===== src/core/acc_params.svh =====
`ifndef ACC_PARAMS_SVH
`define ACC_PARAMS_SVH

// Machine cycle length in core clocks and the last count of the divider.
`define ACC_MC_DIV 4'd15
`define ACC_MC_LAST 4'd14
`define ACC_MC_ZERO 4'd0
`define ACC_MC_ONE 4'd1

// Reset values.
`define ACC_RST_BYTE 8'h00
`define ACC_RST_SEL 3'h0

// Whole-byte opcodes of the accumulator group.
`define ACC_OP_ADD_IMM 8'h03
`define ACC_OP_SUMC_IMM 8'h13
`define ACC_OP_AND_IMM 8'h53
`define ACC_OP_OR_IMM 8'h43
`define ACC_OP_XOR_IMM 8'hd3
`define ACC_OP_INV 8'h37
`define ACC_OP_ZERO 8'h27
`define ACC_OP_DFIX 8'h57
`define ACC_OP_DOWN 8'h07
`define ACC_OP_INC 8'h17
`define ACC_OP_ROL 8'he7
`define ACC_OP_ROLC 8'hf7
`define ACC_OP_ROR 8'h77
`define ACC_OP_RORC 8'h67
`define ACC_OP_SWAP 8'h47

// Register-direct patterns, opcode bits 7 to 3.
`define ACC_RG_ADD 5'h0d
`define ACC_RG_SUMC 5'h0f
`define ACC_RG_AND 5'h0b
`define ACC_RG_OR 5'h09
`define ACC_RG_XOR 5'h1b

// Register-indirect patterns, opcode bits 7 to 1.
`define ACC_IN_ADD 7'h30
`define ACC_IN_SUMC 7'h38
`define ACC_IN_AND 7'h28
`define ACC_IN_OR 7'h20
`define ACC_IN_XOR 7'h68

// Decimal adjust limits and corrections.
`define ACC_BCD_LIM 4'h9
`define ACC_DA_LO_FIX 9'h006
`define ACC_DA_HI_FIX 9'h060
`define ACC_Z9 9'h000
`define ACC_ONE8 8'h01

`endif


===== src/core/acc_pkg.sv =====
package acc_pkg;

  // Operation selected for the arithmetic and logic unit.
  typedef enum logic [3:0] {
    ACC_ALU_ADD = 4'h0,
    ACC_ALU_SUMC = 4'h1,
    ACC_ALU_AND = 4'h2,
    ACC_ALU_OR = 4'h3,
    ACC_ALU_XOR = 4'h4,
    ACC_ALU_INV = 4'h5,
    ACC_ALU_ZERO = 4'h6,
    ACC_ALU_DFIX = 4'h7,
    ACC_ALU_DOWN = 4'h8,
    ACC_ALU_INC = 4'h9,
    ACC_ALU_ROL = 4'ha,
    ACC_ALU_ROLC = 4'hb,
    ACC_ALU_ROR = 4'hc,
    ACC_ALU_RORC = 4'hd,
    ACC_ALU_SWAP = 4'he
  } acc_alu_op_t;

  // Sequencer states, one-hot.
  typedef enum logic [4:0] {
    ACC_S_IDLE = 5'b00001,
    ACC_S_IMM = 5'b00010,
    ACC_S_REG = 5'b00100,
    ACC_S_MEM = 5'b01000,
    ACC_S_EXEC = 5'b10000
  } acc_state_t;

endpackage


===== src/core/acc_alu_if.sv =====
`timescale 1ns/1ps

// Operands, flags and results between the sequencer and the unit.
interface acc_alu_if;
  acc_pkg::acc_alu_op_t op;
  logic [7:0] a;
  logic [7:0] b;
  logic cy_in;
  logic hc_in;
  logic [7:0] res;
  logic cy_o;
  logic hc_o;
  logic cy_we;
  logic hc_we;

  modport core (output op, a, b, cy_in, hc_in, input res, cy_o, hc_o, cy_we, hc_we);
  modport alu (input op, a, b, cy_in, hc_in, output res, cy_o, hc_o, cy_we, hc_we);
endinterface


===== src/core/acc_alu.sv =====
`timescale 1ns/1ps
`include "acc_params.svh"

// Purely combinational; the sequencer registers every result.
module acc_alu (
  acc_alu_if.alu alu
);

  // One case per operation, ADD and SUMC sharing one; flags stay put unless a write enable is raised.
  always_comb begin
    logic [8:0] s9;
    logic [8:0] t9;
    logic [8:0] u9;
    logic [4:0] lo5;
    logic cin;
    logic fix_hi;
    s9 = `ACC_Z9;
    t9 = `ACC_Z9;
    u9 = `ACC_Z9;
    lo5 = 5'h00;
    cin = (alu.op == acc_pkg::ACC_ALU_SUMC) ? alu.cy_in : 1'b0;
    fix_hi = 1'b0;
    alu.res = alu.a;
    alu.cy_o = alu.cy_in;
    alu.hc_o = alu.hc_in;
    alu.cy_we = 1'b0;
    alu.hc_we = 1'b0;
    case (alu.op)
      acc_pkg::ACC_ALU_ADD, acc_pkg::ACC_ALU_SUMC: begin
        s9 = {1'b0, alu.a} + {1'b0, alu.b} + {8'h00, cin};
        lo5 = {1'b0, alu.a[3:0]} + {1'b0, alu.b[3:0]} + {4'h0, cin};
        alu.res = s9[7:0];
        alu.cy_o = s9[8];
        alu.hc_o = lo5[4];
        alu.cy_we = 1'b1;
        alu.hc_we = 1'b1;
      end
      acc_pkg::ACC_ALU_AND: alu.res = alu.a & alu.b;
      acc_pkg::ACC_ALU_OR: alu.res = alu.a | alu.b;
      acc_pkg::ACC_ALU_XOR: alu.res = alu.a ^ alu.b;
      acc_pkg::ACC_ALU_INV: alu.res = ~alu.a;
      acc_pkg::ACC_ALU_ZERO: alu.res = `ACC_RST_BYTE;
      acc_pkg::ACC_ALU_DFIX: begin
        t9 = {1'b0, alu.a};
        if ((alu.a[3:0] > `ACC_BCD_LIM) || alu.hc_in) begin
          t9 = t9 + `ACC_DA_LO_FIX;
        end
        fix_hi = (t9[7:4] > `ACC_BCD_LIM) || t9[8] || alu.cy_in;
        u9 = {1'b0, t9[7:0]} + (fix_hi ? `ACC_DA_HI_FIX : `ACC_Z9);
        alu.res = u9[7:0];
        alu.cy_o = fix_hi;
        alu.cy_we = 1'b1;
      end
      acc_pkg::ACC_ALU_DOWN: alu.res = alu.a - `ACC_ONE8;
      acc_pkg::ACC_ALU_INC: alu.res = alu.a + `ACC_ONE8;
      acc_pkg::ACC_ALU_ROL: alu.res = {alu.a[6:0], alu.a[7]};
      acc_pkg::ACC_ALU_ROLC: begin
        alu.res = {alu.a[6:0], alu.cy_in};
        alu.cy_o = alu.a[7];
        alu.cy_we = 1'b1;
      end
      acc_pkg::ACC_ALU_ROR: alu.res = {alu.a[0], alu.a[7:1]};
      acc_pkg::ACC_ALU_RORC: begin
        alu.res = {alu.cy_in, alu.a[7:1]};
        alu.cy_o = alu.a[0];
        alu.cy_we = 1'b1;
      end
      acc_pkg::ACC_ALU_SWAP: alu.res = {alu.a[3:0], alu.a[7:4]};
      default: alu.res = alu.a;
    endcase
  end

endmodule


===== src/core/acc_exec.sv =====
`timescale 1ns/1ps
`include "acc_params.svh"

module acc_exec (
  input wire logic core_clk,
  input wire logic resetn,
  input wire logic op_valid,
  input wire logic [7:0] op_byte,
  input wire logic [7:0] reg_data,
  input wire logic [7:0] dm_data,
  output logic [2:0] working_register_select,
  output logic [7:0] dm_addr,
  output logic [7:0] acc_out,
  output logic cy_out,
  output logic half_byte_carry_flag,
  output logic mc_tick,
  output logic op_taken,
  output logic op_done,
  output logic op_unknown
);

  ////////////////////////////////////////////////////////////////////////
  // Machine cycle divider.

  logic [3:0] mc_cnt_r;
  logic [3:0] mc_cnt_nxt;
  logic mc_en;

  // One enable pulse every machine cycle; all fetch handshakes wait for it.
  assign mc_en = (mc_cnt_r == `ACC_MC_LAST);
  assign mc_cnt_nxt = mc_en ? `ACC_MC_ZERO : (mc_cnt_r + `ACC_MC_ONE);

  always_ff @(posedge core_clk or negedge resetn) begin
    if (!resetn) begin
      mc_cnt_r <= `ACC_MC_ZERO;
    end else begin
      mc_cnt_r <= mc_cnt_nxt;
    end
  end

  ////////////////////////////////////////////////////////////////////////
  // Opcode decode.

  logic is_add_imm;
  logic is_sumc_imm;
  logic is_and_imm;
  logic is_or_imm;
  logic is_xor_imm;
  logic is_add_reg;
  logic is_sumc_reg;
  logic is_and_reg;
  logic is_or_reg;
  logic is_xor_reg;
  logic is_add_ind;
  logic is_sumc_ind;
  logic is_and_ind;
  logic is_or_ind;
  logic is_xor_ind;
  logic dec_imm;
  logic dec_reg;
  logic dec_ind;
  logic dec_acc_only;
  logic dec_known;
  acc_pkg::acc_alu_op_t dec_op;

  assign is_add_imm = (op_byte == `ACC_OP_ADD_IMM);
  assign is_sumc_imm = (op_byte == `ACC_OP_SUMC_IMM);
  assign is_and_imm = (op_byte == `ACC_OP_AND_IMM);
  assign is_or_imm = (op_byte == `ACC_OP_OR_IMM);
  assign is_xor_imm = (op_byte == `ACC_OP_XOR_IMM);

  // Register forms, low three bits pick the register.
  assign is_add_reg = (op_byte[7:3] == `ACC_RG_ADD);
  assign is_sumc_reg = (op_byte[7:3] == `ACC_RG_SUMC);
  assign is_and_reg = (op_byte[7:3] == `ACC_RG_AND);
  assign is_or_reg = (op_byte[7:3] == `ACC_RG_OR);
  assign is_xor_reg = (op_byte[7:3] == `ACC_RG_XOR);

  // Indirect forms, bit 0 picks pointer register.
  assign is_add_ind = (op_byte[7:1] == `ACC_IN_ADD);
  assign is_sumc_ind = (op_byte[7:1] == `ACC_IN_SUMC);
  assign is_and_ind = (op_byte[7:1] == `ACC_IN_AND);
  assign is_or_ind = (op_byte[7:1] == `ACC_IN_OR);
  assign is_xor_ind = (op_byte[7:1] == `ACC_IN_XOR);

  assign dec_imm = is_add_imm | is_sumc_imm | is_and_imm | is_or_imm | is_xor_imm;
  assign dec_reg = is_add_reg | is_sumc_reg | is_and_reg | is_or_reg | is_xor_reg;
  assign dec_ind = is_add_ind | is_sumc_ind | is_and_ind | is_or_ind | is_xor_ind;

  // Accumulator-only opcodes need no operand fetch.
  assign dec_acc_only = (op_byte == `ACC_OP_INV) | (op_byte == `ACC_OP_ZERO) |
                        (op_byte == `ACC_OP_DFIX) | (op_byte == `ACC_OP_DOWN) |
                        (op_byte == `ACC_OP_INC) | (op_byte == `ACC_OP_ROL) |
                        (op_byte == `ACC_OP_ROLC) | (op_byte == `ACC_OP_ROR) |
                        (op_byte == `ACC_OP_RORC) | (op_byte == `ACC_OP_SWAP);
  assign dec_known = dec_imm | dec_reg | dec_ind | dec_acc_only;

  assign dec_op =
    (is_add_imm | is_add_reg | is_add_ind) ? acc_pkg::ACC_ALU_ADD :
    (is_sumc_imm | is_sumc_reg | is_sumc_ind) ? acc_pkg::ACC_ALU_SUMC :
    (is_and_imm | is_and_reg | is_and_ind) ? acc_pkg::ACC_ALU_AND :
    (is_or_imm | is_or_reg | is_or_ind) ? acc_pkg::ACC_ALU_OR :
    (is_xor_imm | is_xor_reg | is_xor_ind) ? acc_pkg::ACC_ALU_XOR :
    (op_byte == `ACC_OP_INV) ? acc_pkg::ACC_ALU_INV :
    (op_byte == `ACC_OP_ZERO) ? acc_pkg::ACC_ALU_ZERO :
    (op_byte == `ACC_OP_DFIX) ? acc_pkg::ACC_ALU_DFIX :
    (op_byte == `ACC_OP_DOWN) ? acc_pkg::ACC_ALU_DOWN :
    (op_byte == `ACC_OP_INC) ? acc_pkg::ACC_ALU_INC :
    (op_byte == `ACC_OP_ROL) ? acc_pkg::ACC_ALU_ROL :
    (op_byte == `ACC_OP_ROLC) ? acc_pkg::ACC_ALU_ROLC :
    (op_byte == `ACC_OP_ROR) ? acc_pkg::ACC_ALU_ROR :
    (op_byte == `ACC_OP_RORC) ? acc_pkg::ACC_ALU_RORC :
    acc_pkg::ACC_ALU_SWAP;

  ////////////////////////////////////////////////////////////////////////
  // Sequencer.

  acc_pkg::acc_state_t state_r;
  acc_pkg::acc_state_t state_nxt;
  acc_pkg::acc_alu_op_t alu_op_r;
  logic ind_r;
  logic take_op;
  logic take_imm;
  logic exec_now;

  // An opcode is only taken on the machine-cycle pulse while idle.
  assign take_op = (state_r == acc_pkg::ACC_S_IDLE) && mc_en && op_valid;
  // The immediate byte arrives one machine cycle later, so two cycles total.
  assign take_imm = (state_r == acc_pkg::ACC_S_IMM) && mc_en && op_valid;
  assign exec_now = (state_r == acc_pkg::ACC_S_EXEC);

  // Next-state choice; register and indirect operand fetch take at most two core clocks.
  always_comb begin
    state_nxt = state_r;
    case (state_r)
      acc_pkg::ACC_S_IDLE: begin
        if (take_op && dec_imm) begin
          state_nxt = acc_pkg::ACC_S_IMM;
        end else if (take_op && (dec_reg || dec_ind)) begin
          state_nxt = acc_pkg::ACC_S_REG;
        end else if (take_op && dec_acc_only) begin
          state_nxt = acc_pkg::ACC_S_EXEC;
        end
      end
      acc_pkg::ACC_S_IMM: begin
        if (take_imm) begin
          state_nxt = acc_pkg::ACC_S_EXEC;
        end
      end
      acc_pkg::ACC_S_REG: begin
        state_nxt = ind_r ? acc_pkg::ACC_S_MEM : acc_pkg::ACC_S_EXEC;
      end
      acc_pkg::ACC_S_MEM: state_nxt = acc_pkg::ACC_S_EXEC;
      acc_pkg::ACC_S_EXEC: state_nxt = acc_pkg::ACC_S_IDLE;
      default: state_nxt = acc_pkg::ACC_S_IDLE;
    endcase
  end

  always_ff @(posedge core_clk or negedge resetn) begin
    if (!resetn) begin
      state_r <= acc_pkg::ACC_S_IDLE;
    end else begin
      state_r <= state_nxt;
    end
  end

  // Latch the decoded operation and its addressing form with the opcode.
  always_ff @(posedge core_clk or negedge resetn) begin
    if (!resetn) begin
      alu_op_r <= acc_pkg::ACC_ALU_ADD;
      ind_r <= 1'b0;
    end else if (take_op) begin
      alu_op_r <= dec_op;
      ind_r <= dec_ind;
    end
  end

  ////////////////////////////////////////////////////////////////////////
  // Operand fetch.

  logic [7:0] operand_r;
  logic [7:0] operand_nxt;
  logic [2:0] rsel_nxt;
  logic [7:0] dm_addr_nxt;

  // Register number, or pointer R0/R1 for indirect.
  assign rsel_nxt = dec_ind ? {2'b00, op_byte[0]} : op_byte[2:0];
  // Pointer register contents address data memory.
  assign dm_addr_nxt = (state_r == acc_pkg::ACC_S_REG && ind_r) ? reg_data : dm_addr;
  assign operand_nxt = take_imm ? op_byte :
                       (state_r == acc_pkg::ACC_S_REG && !ind_r) ? reg_data :
                       (state_r == acc_pkg::ACC_S_MEM) ? dm_data : operand_r;

  always_ff @(posedge core_clk or negedge resetn) begin
    if (!resetn) begin
      working_register_select <= `ACC_RST_SEL;
      dm_addr <= `ACC_RST_BYTE;
      operand_r <= `ACC_RST_BYTE;
    end else begin
      if (take_op && (dec_reg || dec_ind)) begin
        working_register_select <= rsel_nxt;
      end
      dm_addr <= dm_addr_nxt;
      operand_r <= operand_nxt;
    end
  end

  ////////////////////////////////////////////////////////////////////////
  // Execute and write back.

  acc_alu_if alu_bus ();

  assign alu_bus.op = alu_op_r;
  assign alu_bus.a = acc_out;
  assign alu_bus.b = operand_r;
  assign alu_bus.cy_in = cy_out;
  assign alu_bus.hc_in = half_byte_carry_flag;

  acc_alu u_alu (
    .alu(alu_bus)
  );

  logic [7:0] acc_nxt;
  logic cy_nxt;
  logic hc_nxt;

  // Flags only move when the unit asks; logic ops leave carry alone.
  assign acc_nxt = exec_now ? alu_bus.res : acc_out;
  // Carry written only for sums, adjust, carry rotates.
  assign cy_nxt = (exec_now && alu_bus.cy_we) ? alu_bus.cy_o : cy_out;
  assign hc_nxt = (exec_now && alu_bus.hc_we) ? alu_bus.hc_o : half_byte_carry_flag;

  always_ff @(posedge core_clk or negedge resetn) begin
    if (!resetn) begin
      acc_out <= `ACC_RST_BYTE;
      cy_out <= 1'b0;
      half_byte_carry_flag <= 1'b0;
    end else begin
      acc_out <= acc_nxt;
      cy_out <= cy_nxt;
      half_byte_carry_flag <= hc_nxt;
    end
  end

  ////////////////////////////////////////////////////////////////////////
  // Status pulses toward the fetch unit.

  logic bad_nxt;

  // Opcodes outside this group are refused and left to other units.
  assign bad_nxt = take_op && !dec_known;

  always_ff @(posedge core_clk or negedge resetn) begin
    if (!resetn) begin
      mc_tick <= 1'b0;
      op_taken <= 1'b0;
      op_done <= 1'b0;
      op_unknown <= 1'b0;
    end else begin
      mc_tick <= mc_en;
      op_taken <= take_op && dec_known;
      op_done <= exec_now;
      op_unknown <= bad_nxt;
    end
  end

endmodule


===== config.mk =====
export PLATFORM = sky130hd
export DESIGN_NAME = acc_exec
export DESIGN_NICKNAME = d
export VERILOG_FILES = /design/src/core/acc_pkg.sv /design/src/core/acc_alu_if.sv /design/src/core/acc_alu.sv /design/src/core/acc_exec.sv
export VERILOG_INCLUDE_DIRS = /design/src /design/src/core
export SDC_FILE = /design/constraint.sdc
export NUM_CORES = 1
export LEC_CHECK = 0
export BUFFER_PORTS_ARGS = -buffer_cell sky130_fd_sc_hd__buf_2
export CAP_MARGIN = 20
export CORE_MARGIN = 4
export CORE_UTILIZATION = 35
export DETAILED_ROUTE_END_ITERATION = 8
export PLACE_DENSITY = 0.59
export SETUP_SLACK_MARGIN = 0.05
export SYNTH_ARGS = -nofsm -noshare
export SYNTH_HDL_FRONTEND = slang
export SYNTH_SLANG_ARGS = --single-unit

===== constraint.sdc =====
create_clock -name core_clk -period 4.6 [get_ports core_clk]
set_input_delay 0.92 -clock core_clk [delete_from_list [all_inputs] [get_ports core_clk]]
set_output_delay 0.92 -clock core_clk [all_outputs]
set_load 0.02 [all_outputs]

==> results.cfg <==
[status]
status = complete, no violations

[setup_path]
path_buf_inv = 1
critPathLaunchType = flip-flop
cp-startpoint = alu_bus.op[1]
critPathTopFamily = compound AO/OA/AOI/OAI gates
reg2reg_from = alu_bus.op[1]
slowest_delay_ps = 650
crit_chain = inv_1 > and3_1 > nand2_1 > ha_1 > a211o_1 > a21oi_1 > a21oi_1 > xnor2_1 > a221oi_1 > a22oi_2
critical-path-slowest-cell = dfrtp_1
cp_num_cells = 10
worstSetupEndpointType = flip-flop
path_class = reg2reg
r2r_cells = 10
crit_end = acc_out[7]
critPathArrivalTime_ps = 3710
cpMostUsedCell = a21oi_1
reg2reg_slack_ps = 1070
reg2reg_to = acc_out[7]
worst-path-max-fanout = 22
cp.required_ps = 4770

[timing]
worstMarginPinSlew_ps = 971
relSlewSlack_pct = 34.9
layout_min_cycle_time_ps = 3530
finalMaxSlewViolations = 0
final.setup_skew_ps = 3.63
hold_violations = 0
rsz0062_at_grt = no
timing.final.crit_share_pct = 76.8
fin_ws_ps = 1070
fmax_mhz = 283
setup_viol = 0
fin_setup_tns_ps = 0

[yosys]
synth-main-ff-cell = dfrtp_1
synth_nets = 554
syn_inst = 499
ys_async_sr_fraction_pct = 100
ys_warn_count = 0
ys_types = 74
yosysSeqAreaShare_pct = 29.1
synth.avg_cell_area_um2 = 8.10
syn-cell-area_um2 = 4040
synth_edf_count = 0
synth-seq-cells = 47

[route]
drt_first_pass_iters = 5
drc_errors = 0
routed_via_density = 5.78
drt_iter0_drc = 281
ant_nets = 0
routed_wl_mm = 11.8
vias = 3908
wl_per_cell_um = 17.4

[clock_network]
h-tree-depth = 2
numCtsBuffers = 5
cts-resized-gates = 0
clk_latency_ps = 300
clkTransAtPathRegs_ps = 80
cts_buffer_depth = 2
cts_root_buffer = clkbuf_16
cts_tree = yes
cts_hold_buf = 0
cts.sinks = 47
cts_setup_buffers = 0

[floorplanning]
num_io_pins = 52
initial_core_util_pct = 36.5
row_count = 38
die_w_um = 115
core_um2 = 11100
chipHeight_um = 115
die-area_um2 = 13300

[power_and_ir_drop]
power_density_nw_per_um2 = 403
p_leak_nw = 2.16
peakVddDrop_uv = 203

[global_route]
track_usage_pct = 18.0
grt_antenna_before_repair = 0
grt-ovfl-total = 0
grt_pass1_vias = 3783
grt_pass1_wl_mm = 19.3
grt_max_degree = 48

[placement]
gp_congestion = 0.931
pre_cts_ws_ps = 1120
port_buffers = 51
dp_hpwl_mm = 8.65

[run]
cap_viol_max_count = 0

[finish]
syn2layout_area_growth_pct = 12.8
drive_above_1_share_pct = 16.4
nNetsFinal = 590
mostFrequentLayoutCell = nand2_1
nFillCells = 1120
layout_common_cells = nand2_1 (57), o21ai_0 (54), buf_2 (51), dfrtp_1 (46), a21oi_1 (45)
antenna_cells_inserted = 0

[min_path]
hold_class = reg2reg
min_path_cells = 1
registers in the layout (all words and copies together) (netlist names), 3 cells and up:
name	flops
acc_out	8
alu_bus.b	8
alu_bus.op	4
dm_addr	8
mc_cnt_r	4
state_r	5
working_register_select	3
cell type report:
cell class                 count  area (um2)  area share, %
sequential                    47        1180           25.8
multi-input combinational    394        2630           57.6
tap                          140         175           3.84
timing repair buffer          57         313           6.86
inverter                      30         113           2.47
clock buffer                   5         125           2.75
clock inverter                 3        28.8          0.632
worst register-to-register path: cells and delay by family (launching register included):
family	cells	cell delay, ps
AO/OA/AOI/OAI	5	1100
XOR/XNOR	1	150
adder cells (fa/ha/maj)	1	390
buffers and inverters	1	480
flip-flops	1	650
AND/OR/NAND/NOR	2	640
metal layers:
metal,vias up,part of all wire (%),GRT usage (%)
li1,1896,-,-
met5,-,0,0
met4,0,2.3,6.18
met3,26,9.5,4.07
met2,212,44,27.8
met1,1774,44,25.0
worst min path at each step:
stage,start,end,slack [ps]
floorplan,ind_r,ind_r,480
global placement,dm_addr[0],dm_addr[0],490
detailed placement,dm_addr[1],dm_addr[1],490
CTS,dm_addr[2],dm_addr[2],510
global route,dm_addr[2],dm_addr[2],530
finish,dm_addr[4],dm_addr[4],510
synthesized netlist by cell type, types with 3 or more instances:
cell / n / share of area (%)
xnor2_1: 9 / 2.0
nor4_1: 3 / 0.46
ha_1: 25 / 7.7
a31oi_1: 10 / 1.5
nor2_1: 28 / 2.6
a21oi_1: 45 / 5.6
mux2i_1: 14 / 3.5
nand3b_1: 4 / 0.74
o31ai_1: 3 / 0.56
clkbuf_1: 19 / 1.8
nor3_1: 10 / 1.2
o221ai_1: 3 / 0.65
xor2_1: 8 / 1.7
mux2_2: 10 / 2.8
o21ai_1: 3 / 0.37
o2bb2ai_1: 3 / 0.65
o21ai_0: 54 / 6.7
dfrtp_1: 46 / 28
buf_1: 3 / 0.28
o311ai_0: 3 / 0.65
nand2_1: 57 / 5.3
a211oi_1: 5 / 0.93
nand2b_1: 8 / 1.2
nor2b_1: 6 / 0.93
nand3_1: 8 / 0.99
fa_1: 3 / 1.5
a221oi_1: 5 / 1.1
o211ai_1: 3 / 0.56
inv_1: 29 / 2.7
a22oi_1: 4 / 0.74
a21o_1: 4 / 0.74
and3_1: 3 / 0.46
o22ai_1: 7 / 1.1
cell families (layout without fill, tap and decap cells):
kind of cell	Yosys count	count (layout)	share of synthesized area [%]
buffers and inverters	58	95	5.88
adders and majority gates	28	28	9.23
and+or+nand+nor	144	144	17.2
AOI/OAI and AO/OA	181	181	28.6
xor gates and xnor gates	17	17	3.69
muxes	24	24	6.26
DFF	47	47	29.1
power by group:
group | leakage, nW | internal [W] | switching, W
combinational | 1.45 | 0.000337 | 0.000525
clock | 0.0767 | 0.000210 | 0.000191
sequential | 0.633 | 0.000458 | 0.000118
through the flow:
stage	total power [W]	std cells	utilization (%)	hold slack (ps)	instance area (um2)
after CTS	0.00183	675	41.0	514	4540
after detailed placement	0.00142	667	39.6	495	4380
final	0.00184	676	41.1	510	4560
after floorplan	0.00118	499	-	475	4040
after global placement	0.00141	667	39.6	486	4380
after global routing	0.00195	676	41.1	534	4560
Power figures use the tool's default switching activity.
